**config.mk**
```make
export PLATFORM = sky130hd
export DESIGN_NAME = aofs_top
export DESIGN_NICKNAME = d
export VERILOG_FILES = /design/src/aofs_pkg.sv /design/src/aofs_top.sv /design/src/aofs_route.sv
export VERILOG_INCLUDE_DIRS = /design/src
export SDC_FILE = /design/constraint.sdc
export NUM_CORES = 1
export LEC_CHECK = 0
export ABC_AREA = 1
export BUFFER_PORTS_ARGS = -buffer_cell sky130_fd_sc_hd__clkbuf_2
export CAP_MARGIN = 40
export CORE_UTILIZATION = 50
export DETAILED_ROUTE_END_ITERATION = 12
export GPL_ROUTABILITY_DRIVEN = 0
export GPL_TIMING_DRIVEN = 0
export PLACE_DENSITY = 0.93
export RECOVER_POWER = 25
export SYNTH_ARGS = -nofsm -noshare
export SYNTH_HDL_FRONTEND = slang
export SYNTH_SLANG_ARGS = --single-unit
```
**constraint.sdc**
```tcl
create_clock -name clk_in -period 3.8 [get_ports clk_in]
set_clock_uncertainty 0.2 [all_clocks]
set_input_delay 0.38 -clock clk_in [delete_from_list [all_inputs] [get_ports clk_in]]
set_output_delay 0.38 -clock clk_in [all_outputs]
set_load 0.01 [all_outputs]
```
**src/aofs_map.svh**
```systemverilog
// Constants for the auxiliary output function select block
`ifndef AOFS_MAP_SVH
`define AOFS_MAP_SVH
`define AOFS_SEL_W 5
`define AOFS_WORK_W 8
`define AOFS_SRC_COUNT 5'h14
`define AOFS_AUX1_DEFAULT 5'h03
`define AOFS_AUX2_DEFAULT 5'h04
`define AOFS_AUX3_DEFAULT 5'h05
`define AOFS_CHAR_STYLE_DEFAULT 1'b1
`define AOFS_ALARM_REF_DEFAULT 1'b0
`define AOFS_REMOTE_EN_DEFAULT 1'b0
`define AOFS_DEV_TYPE_MIN 4'h1
`define AOFS_DEV_TYPE_MAX 4'h7
`define AOFS_COOL_STD_LEVEL 1'b0
`endif

```
**src/aofs_pkg.sv**
```systemverilog
// Types for the auxiliary output function select block
package aofs_pkg;
    // Source selector codes, shared by all three auxiliary outputs
    typedef enum logic [4:0] {
        AOFS_SRC_NONE = 5'h00,
        AOFS_SRC_HEAT = 5'h01,
        AOFS_SRC_COOL = 5'h02,
        AOFS_SRC_ALM1 = 5'h03,
        AOFS_SRC_ALM2 = 5'h04,
        AOFS_SRC_ALM3 = 5'h05,
        AOFS_SRC_PEND = 5'h06,
        AOFS_SRC_CNT_ALM = 5'h07,
        AOFS_SRC_STAGE = 5'h08,
        AOFS_SRC_RUN = 5'h09,
        AOFS_SRC_TSIG1 = 5'h0A,
        AOFS_SRC_TSIG2 = 5'h0B,
        AOFS_SRC_WORK1 = 5'h0C,
        AOFS_SRC_WORK2 = 5'h0D,
        AOFS_SRC_WORK3 = 5'h0E,
        AOFS_SRC_WORK4 = 5'h0F,
        AOFS_SRC_WORK5 = 5'h10,
        AOFS_SRC_WORK6 = 5'h11,
        AOFS_SRC_WORK7 = 5'h12,
        AOFS_SRC_WORK8 = 5'h13
    } aofs_src_t;

    // Set-point in use
    typedef enum logic [1:0] {
        AOFS_SP_PROGRAM = 2'h0,
        AOFS_SP_FIXED = 2'h1,
        AOFS_SP_REMOTE = 2'h3
    } aofs_sp_t;

    // Internal function levels that can be routed
    typedef struct packed {
        logic heat;
        logic cool;
        logic [2:0] alarm;
        logic program_end;
        logic switch_count_alarm_source;
        logic stage;
        logic run;
        logic [1:0] time_signal;
        logic [7:0] work_bit;
    } aofs_sources_t;

    // Configuration bits
    typedef struct packed {
        logic heat_cool_mode;
        logic logic_op_used;
        logic program_pattern_on;
        logic [4:0] sel1;
        logic [4:0] sel2;
        logic [4:0] sel3;
        logic load;
    } aofs_cfg_t;
endpackage

```
**src/aofs_top.sv**
```systemverilog
// Auxiliary output function select, display style, alarm reference and set-point choice
// Operation
// - Aux 1 full source list, default alarm 1
// - Aux 2 full source list, default alarm 2
// - Aux 3 limited list, default alarm 3
// - Cooling under standard control outputs zero
// - Work bits withheld without logic operation
// - Aux 3 program end inactive when pattern off
// - Character style on 11-seg, off 7-seg
// - Alarm reference present or segment set point
// - Reference applies only to deviation alarm types
// - Remote enable allows remote set point switching
// - Remote disabled uses program or fixed
`include "aofs_map.svh"
module aofs_top
    import aofs_pkg::*;
(
    input wire logic clk_in,
    input wire logic srst_in,
    input wire aofs_cfg_t cfg_in,
    input wire aofs_sources_t src_in,
    input wire logic character_style_select_in,
    input wire logic alarm_reference_select_in,
    input wire logic cfg_misc_load_in,
    input wire logic [2:0] alarm_assigned_in,
    input wire logic [3:0] alarm_type_in,
    input wire logic ramp_segment_in,
    input wire logic remote_setpoint_enable_in,
    input wire logic present_setpoint_choice_in,
    input wire logic remote_request_in,
    output logic [2:0] aux_out,
    output logic [4:0] sel1_out,
    output logic [4:0] sel2_out,
    output logic [4:0] sel3_out,
    output logic eleven_segment_out,
    output logic segment_reference_out,
    output aofs_sp_t setpoint_source_out
);
    // ----------------------------------------
    // State
    // ----------------------------------------
    typedef struct packed {
        logic [4:0] sel1;
        logic [4:0] sel2;
        logic [4:0] sel3;
        logic char_style;
        logic alarm_ref;
        logic remote_en;
        logic [2:0] aux;
        logic seg_ref;
        aofs_sp_t sp;
    } aofs_state_t;

    aofs_state_t state_q;
    aofs_state_t state_d;
    // One routed level per auxiliary output, bit 0 for the first
    logic [2:0] route_level;

    // ----------------------------------------
    // Decoding
    // ----------------------------------------
    // Selector legality: an out-of-range code is refused and the old one kept.
    // Refusing rather than clamping keeps a bad write from silently retargeting an output.
    function automatic logic sel_legal(input logic [4:0] sel, input logic third, input logic logic_op);
        logic ok;
        ok = (sel < `AOFS_SRC_COUNT);
        if (third && sel >= 5'(AOFS_SRC_STAGE) && sel <= 5'(AOFS_SRC_TSIG2))
        begin
            ok = 1'b0;
        end
        if (!logic_op && sel >= 5'(AOFS_SRC_WORK1))
        begin
            ok = 1'b0;
        end
        return ok;
    endfunction

    // Deviation alarm types, the only ones a segment reference can apply to
    function automatic logic is_deviation_type(input logic [3:0] code);
        logic hit;
        hit = (code >= `AOFS_DEV_TYPE_MIN) && (code <= `AOFS_DEV_TYPE_MAX);
        return hit;
    endfunction

    // ----------------------------------------
    // Routing
    // ----------------------------------------
    aofs_route u_route1 (
        .sel_in(state_q.sel1),
        .full_list_in(1'b1),
        .is_third_in(1'b0),
        .src_in(src_in),
        .heat_cool_mode_in(cfg_in.heat_cool_mode),
        .logic_op_used_in(cfg_in.logic_op_used),
        .program_pattern_on_in(cfg_in.program_pattern_on),
        .level_out(route_level[0])
    );
    aofs_route u_route2 (
        .sel_in(state_q.sel2),
        .full_list_in(1'b1),
        .is_third_in(1'b0),
        .src_in(src_in),
        .heat_cool_mode_in(cfg_in.heat_cool_mode),
        .logic_op_used_in(cfg_in.logic_op_used),
        .program_pattern_on_in(cfg_in.program_pattern_on),
        .level_out(route_level[1])
    );
    // Third output offers no stage, run or time signals
    aofs_route u_route3 (
        .sel_in(state_q.sel3),
        .full_list_in(1'b0),
        .is_third_in(1'b1),
        .src_in(src_in),
        .heat_cool_mode_in(cfg_in.heat_cool_mode),
        .logic_op_used_in(cfg_in.logic_op_used),
        .program_pattern_on_in(cfg_in.program_pattern_on),
        .level_out(route_level[2])
    );

    // ----------------------------------------
    // Next state
    // ----------------------------------------
    always_comb
    begin
        logic dev_type;
        logic all_assigned;
        dev_type = is_deviation_type(alarm_type_in);
        all_assigned = &alarm_assigned_in;
        state_d = state_q;

        // ----------------------------------------
        // Selector loads
        // ----------------------------------------
        if (cfg_in.load)
        begin
            if (sel_legal(cfg_in.sel1, 1'b0, cfg_in.logic_op_used))
            begin
                state_d.sel1 = cfg_in.sel1;
            end
            if (sel_legal(cfg_in.sel2, 1'b0, cfg_in.logic_op_used))
            begin
                state_d.sel2 = cfg_in.sel2;
            end
            if (sel_legal(cfg_in.sel3, 1'b1, cfg_in.logic_op_used))
            begin
                state_d.sel3 = cfg_in.sel3;
            end
        end

        // ----------------------------------------
        // Display and set-point settings
        // ----------------------------------------
        if (cfg_misc_load_in)
        begin
            state_d.char_style = character_style_select_in;
            state_d.alarm_ref = alarm_reference_select_in;
            state_d.remote_en = remote_setpoint_enable_in;
        end

        // ----------------------------------------
        // Routed outputs
        // ----------------------------------------
        // Registered so a source glitch never reaches a relay driver mid-cycle
        state_d.aux = route_level;

        // ----------------------------------------
        // Alarm reference
        // ----------------------------------------
        // Segment reference only during ramps with deviation alarms on all three
        state_d.seg_ref = state_q.alarm_ref & ramp_segment_in & all_assigned & dev_type;

        // ----------------------------------------
        // Set-point source
        // ----------------------------------------
        // The request is a level; without the enable it is simply ignored
        if (state_q.remote_en && remote_request_in)
        begin
            state_d.sp = AOFS_SP_REMOTE;
        end
        else
        begin
            state_d.sp = present_setpoint_choice_in ? AOFS_SP_FIXED : AOFS_SP_PROGRAM;
        end
    end

    // ----------------------------------------
    // Registers
    // ----------------------------------------
    // A mid-run reset restores the power-up selections and styles
    always_ff @(posedge clk_in)
    begin
        if (srst_in)
        begin
            state_q.sel1 <= `AOFS_AUX1_DEFAULT;
            state_q.sel2 <= `AOFS_AUX2_DEFAULT;
            state_q.sel3 <= `AOFS_AUX3_DEFAULT;
            state_q.char_style <= `AOFS_CHAR_STYLE_DEFAULT;
            state_q.alarm_ref <= `AOFS_ALARM_REF_DEFAULT;
            state_q.remote_en <= `AOFS_REMOTE_EN_DEFAULT;
            state_q.aux <= 3'h0;
            state_q.seg_ref <= 1'b0;
            state_q.sp <= AOFS_SP_PROGRAM;
        end
        else
        begin
            state_q <= state_d;
        end
    end

    // ----------------------------------------
    // Outputs
    // ----------------------------------------
    assign aux_out = state_q.aux;
    assign sel1_out = state_q.sel1;
    assign sel2_out = state_q.sel2;
    assign sel3_out = state_q.sel3;
    assign eleven_segment_out = state_q.char_style;
    assign segment_reference_out = state_q.seg_ref;
    assign setpoint_source_out = state_q.sp;
endmodule // aofs_top

```
**src/aofs_route.sv**
```systemverilog
// One auxiliary output source multiplexer (combinational)
`include "aofs_map.svh"
module aofs_route
    import aofs_pkg::*;
(
    input wire logic [4:0] sel_in,
    input wire logic full_list_in,
    input wire logic is_third_in,
    input wire aofs_sources_t src_in,
    input wire logic heat_cool_mode_in,
    input wire logic logic_op_used_in,
    input wire logic program_pattern_on_in,
    output logic level_out
);
    always_comb
    begin
        level_out = 1'b0;
        unique case (sel_in)
            AOFS_SRC_HEAT: level_out = src_in.heat;
            AOFS_SRC_COOL: level_out = heat_cool_mode_in ? src_in.cool : `AOFS_COOL_STD_LEVEL;
            AOFS_SRC_ALM1: level_out = src_in.alarm[0];
            AOFS_SRC_ALM2: level_out = src_in.alarm[1];
            AOFS_SRC_ALM3: level_out = src_in.alarm[2];
            AOFS_SRC_PEND: level_out = src_in.program_end & (program_pattern_on_in | ~is_third_in);
            AOFS_SRC_CNT_ALM: level_out = src_in.switch_count_alarm_source;
            AOFS_SRC_STAGE: level_out = full_list_in & src_in.stage;
            AOFS_SRC_RUN: level_out = full_list_in & src_in.run;
            AOFS_SRC_TSIG1: level_out = full_list_in & src_in.time_signal[0];
            AOFS_SRC_TSIG2: level_out = full_list_in & src_in.time_signal[1];
            AOFS_SRC_WORK1, AOFS_SRC_WORK2, AOFS_SRC_WORK3, AOFS_SRC_WORK4,
            AOFS_SRC_WORK5, AOFS_SRC_WORK6, AOFS_SRC_WORK7, AOFS_SRC_WORK8:
                level_out = logic_op_used_in & src_in.work_bit[3'(sel_in - 5'(AOFS_SRC_WORK1))];
            default: level_out = 1'b0;
        endcase
    end
endmodule // aofs_route

```
# After elaboration in Yosys (flattened, before gate mapping)
# Cells that the tools add are included.
# word_totals
ff_bits,24
in_bits,54
output_inout_bits,22
word_cells,118
# classes
addsub,3
magnitude_cmp,13
eq_ne,53
mux,19
bitwise_logic,7
reduce_logical,14
# op_table
operator,count
"== test 5 x 4 -> 1 bit, second input constant",20
"== test 5 x 3 -> 1 bit, second input constant",12
"== test 5 bit, second input constant",12
"== test 5 x 2 -> 1 bit, second input constant",6
one-hot mux 1 bit (12 select lines),2
OR reduction 8 bit,3
"greater-or-equal comparator 5 x 4 -> 1 bit, second input constant",4
"== test 5 x 1 -> 1 bit, second input constant",3
"less-than comparator 5 bit, second input constant",3
"less-than comparator 3 x 4 -> 1 bit, second input constant",3
two-way mux 1 bit,12
binary-select mux 1 bit (select 3 bit),3
"subtractor 3 bit, second input constant",3
one-hot mux 1 bit (8 select lines),1
bitwise AND 1 bit,7
logical AND 1 bit,6
AND reduction 2 bit,3
"less-or-equal comparator 5 x 4 -> 1 bit, second input constant",1
"greater-or-equal comparator 4 x 1 -> 1 bit, second input constant",1
"less-or-equal comparator 4 x 3 -> 1 bit, second input constant",1
AND reduction 3 bit,1
two-way mux 2 bit,1
logical NOT 1 bit,1

# Logic depth before layout (Yosys ltp)
# depth
ltp_word,6
ltp_mapped,10
ltp_nobuf,9

# Modules after synthesis
# A second synthesis with hierarchy kept.
# hier_totals
hier_cells,379
hier_area_um2,2182.1
# by_module_without_submodules
mod,n_inst,cells_each,area_each_um2,seq_area_each_um2
aofs_top,1,163,1153.6,480.5
aofs_route,3,72,342.8,0.0

# Least setup slack after synthesis
# No wires, ideal clock.
# synth_path
kind,input -> register
start,input cfg_in[17] in the netlist's numbering
end,"register state_q, in the netlist sel3_out[1]"
setup_time_ps,120
arrival_ps,1012
required_time_ps,3480
path_slack_ps,2468
cell_stages,5
n_path_buf,0
cell_sequence,inv_1 -> o21ai_0 -> nand3_2 -> o21ai_0 -> a21oi_1
# synth_between
elab_chain_len,5
# synth_lines
element,line_no,source
from (decl),aofs_top.sv:20,"input wire aofs_cfg_t cfg_in,"
logical NOT 1 bit,aofs_top.sv:71,if (!logic_op && sel >= 5'(AOFS_SRC_WORK1))
logical AND 1 bit,aofs_top.sv:71,
two-way mux 1 bit,aofs_top.sv:71,
two-way mux 1 bit,aofs_top.sv:134,if (cfg_in.load)
AND reduction 2 bit (no source line),n/a,
to (signal assigned),aofs_top.sv:206,state_q <= state_d;
to (decl),aofs_top.sv:54,aofs_state_t state_q;
# No other way between the ends. The select of a mux whose other input is x is not followed.
# A chain may end at the register's enable or synchronous reset.

# Worst setup path in the final report
# layout_path
start,"register state_q, in the netlist sel2_out[1]"
end,output sel2_out[1]
# layout_lines
element,line_no,source
to (decl),aofs_top.sv:33,"output logic [4:0] sel2_out,"
# No word-level cell between the ends.

==> flow_summary.yaml <==
status:
  status: "complete, no violations"
timing:
  min_period_ns: 1.73
  period_share: 0.455
  maxSlewViolCount: 0
  timing.fmax_ghz: 0.578
  hold_viol: 0
  rsz0062_at_grt: "no"
  setup_tns_ns: 0
  worst_pin_slew_ns: 0.523
  max-slew-margin-rel: 0.652
  setup_viol: 0
die:
  fp.coreArea_um2: 3150
  die_x_um: 60.4
  start_util: 0.541
  die-area_um2: 3650
  die_h_um: 60.4
  row_count: 20
  ios: 76
logic_synthesis:
  ys_types: 19
  synth_area_um2: 1710
  synth_top_area_share: 0.282
  synth_nets: 340
  synth.top_cells.by_area: "dfxtp_1 (28%), nand2_1 (17%), nand3_1 (10%), buf_4 (9.7%), nor2_1 (8.4%)"
  ys_seq_area_frac: 0.282
  ys_ff_latch: 24
  yosys_warnings: 0
  avgSynthCellArea_um2: 5.96
  netlist_instances: 286
  synth_area_leader_cell: "dfxtp_1"
setup_path:
  critical_path_class: "reg -> out"
  start_kind: "flop"
  worst_ep_arrival_time_ns: 1.15
  end_kind: "output port"
  path_cells: "buf_4 -> clkbuf_2"
  crit_fanout: 8
  required_ns: 3.22
  r2r_slack_ns: 2.19
  slowest_stage: "dfxtp_1"
  cp_slowest_stage_delay_ns: 0.54
drt:
  routed_wire_length_per_instance_um: 11.3
  wl_mm: 4.61
  first_pass_iters: 4
  drc: 0
  antenna_left: 0
  via_count: 2077
  drt_iter0_drc: 114
  viasPerCell: 5.09
min_path:
  min_path_type: "in -> reg"
global_route:
  grt_pass1_vias: 1741
  grt_pass1_wl_mm: 7.33
  grt_max_degree: 15
  overflow: 0
  track_usage: 0.268
  antenna_found_initial: 0
clocking:
  holdBufCountCts: 0
  clkTransAtPathRegs_ns: 0.14
  numCtsBuffers: 3
  clock_path_buffers: 2
  clkSinkCount: 24
  cts_resized: 0
  cts_tree: "yes"
  clk-insertion-delay-late_ns: 0.33
  ctsHtreeMaxLevel: 1
  cts-root-buf: "clkbuf_4"
  cts_setup_buffers: 0
pwr:
  clkPwrFrac: 0.280
  p_int_w: 0.000468
  p_sw_w: 0.000214
  powerDensity_nw_per_um2: 313
  total_power_w: 0.000682
  seqPwrFrac: 0.430
  p_leak_nw: 1.19
  p_sw_frac: 0.313
  peakVddDrop_mv: 0.176
  p_comb_frac: 0.290
final_layout:
  syn_to_final_growth_pct: 27.8
  seqCellArea_um2: 480
  final_common_cell: "nand2_1"
  num-fill-cells: 308
  multi_input_area_um2: 930
  drive_above_1_share: 0.291
  fin_nets: 419
  num_antenna_cells: 0
  final_cell_mix: "nand2_1 (76), clkbuf_2 (73), nor2_1 (38)"
flow_run:
  cap_violations: 0
placed_design:
  io_buffers: 74
  dpl.hpwl_mm: 3.63
-- cell families (layout without fill, tap and decap cells) --
family                 Yosys count  in the layout  synth area share
AOI/OAI and AO/OA               44             44             0.139
buffers and inverters           56            134             0.173
DFF                             24             24             0.282
and+or+nand+nor                162            162             0.406
-- per-stage QoR --
stage / worst slack [ns] / hold slack [ns] / utilization / area, um2 / cells
finish: 2.07 / 0.0525 / 0.691 / 2180 / 408
floorplan: 2.47 / 0.224 / - / 1710 / 286
detailed placement: 2.08 / 0.245 / 0.676 / 2130 / 404
CTS: 2.06 / 0.0470 / 0.692 / 2180 / 408
global placement: 2.17 / 0.244 / 0.676 / 2130 / 404
global route: 2.03 / 0.0569 / 0.691 / 2180 / 408
-- cell usage after synthesis --
| cell | n |
|---|---|
| a211oi_1 | 3 |
| a21oi_1 | 14 |
| buf_2 | 2 |
| buf_4 | 22 |
| dfxtp_1 | 24 |
| inv_1 | 29 |
| inv_2 | 3 |
| nand2_1 | 76 |
| nand3_1 | 34 |
| nand3_2 | 1 |
| nand3b_1 | 1 |
| nand4_1 | 2 |
| nor2_1 | 38 |
| nor2_2 | 1 |
| nor2_4 | 2 |
| nor3_1 | 7 |
| o211ai_1 | 4 |
| o21ai_0 | 22 |
| o21ai_1 | 1 |
-- power by group through the flow --
| stage | sequential (W) | combinational (W) | clock, W |
|---|---|---|---|
| global route | 0.000296 | 0.000223 | 0.000206 |
| CTS | 0.000292 | 0.000197 | 0.000195 |
| floorplan | 0.000292 | 0.000127 | 0 |
| finish | 0.000293 | 0.000198 | 0.000191 |
| global placement | 0.000297 | 0.000192 | 0 |
| detailed placement | 0.000298 | 0.000196 | 0 |
-- state kept, by name, indices dropped and copies added (netlist names) --
| register | cells |
|---|---|
| sel1_out | 5 |
| segment_reference_out | 1 |
| sel2_out | 5 |
| setpoint_source_out | 2 |
| eleven_segment_out | 1 |
| aux_out | 3 |
| sel3_out | 5 |
| state_q | 2 |
-- worst paths after layout --
check | from | end | cells after the start
max | sel2_out[1]$_SDFFE_PP0P_ | sel2_out[1] | 2
min | present_setpoint_choice_in | setpoint_source_out[0]$_SDFF_PP0_ | 3
max reg2reg | sel2_out[1]$_SDFFE_PP0P_ | aux_out[1]$_SDFF_PP0_ | 9
min reg2reg | state_q[6]$_SDFFE_PP0P_ | setpoint_source_out[1]$_SDFF_PP0_ | 2
-- critical path, delay by kind of cell, from the launching register on --
family / cells / cell delay [ns]
buf+inv: 2 / 0.28
flops: 1 / 0.54
-- final cells by class --
cell class                 count  area share
multi-input combinational    206       0.427
sequential                    24       0.220
timing repair buffer          74       0.169
tap                           44      0.0253
clock buffer                   3      0.0103
clock inverter                 1      0.0138
buffer                        24      0.0792
inverter                      32      0.0551
-- layer usage --
metal | wire length, um | up-vias | track usage
li1 | - | 1068 | -
met1 | 2110 | 910 | 0.365
met2 | 2090 | 90 | 0.425
met3 | 338 | 9 | 0.0341
met4 | 76 | 0 | 0.116
met5 | 0 | - | 0
Note: power is estimated with default switching activity, not from simulation.
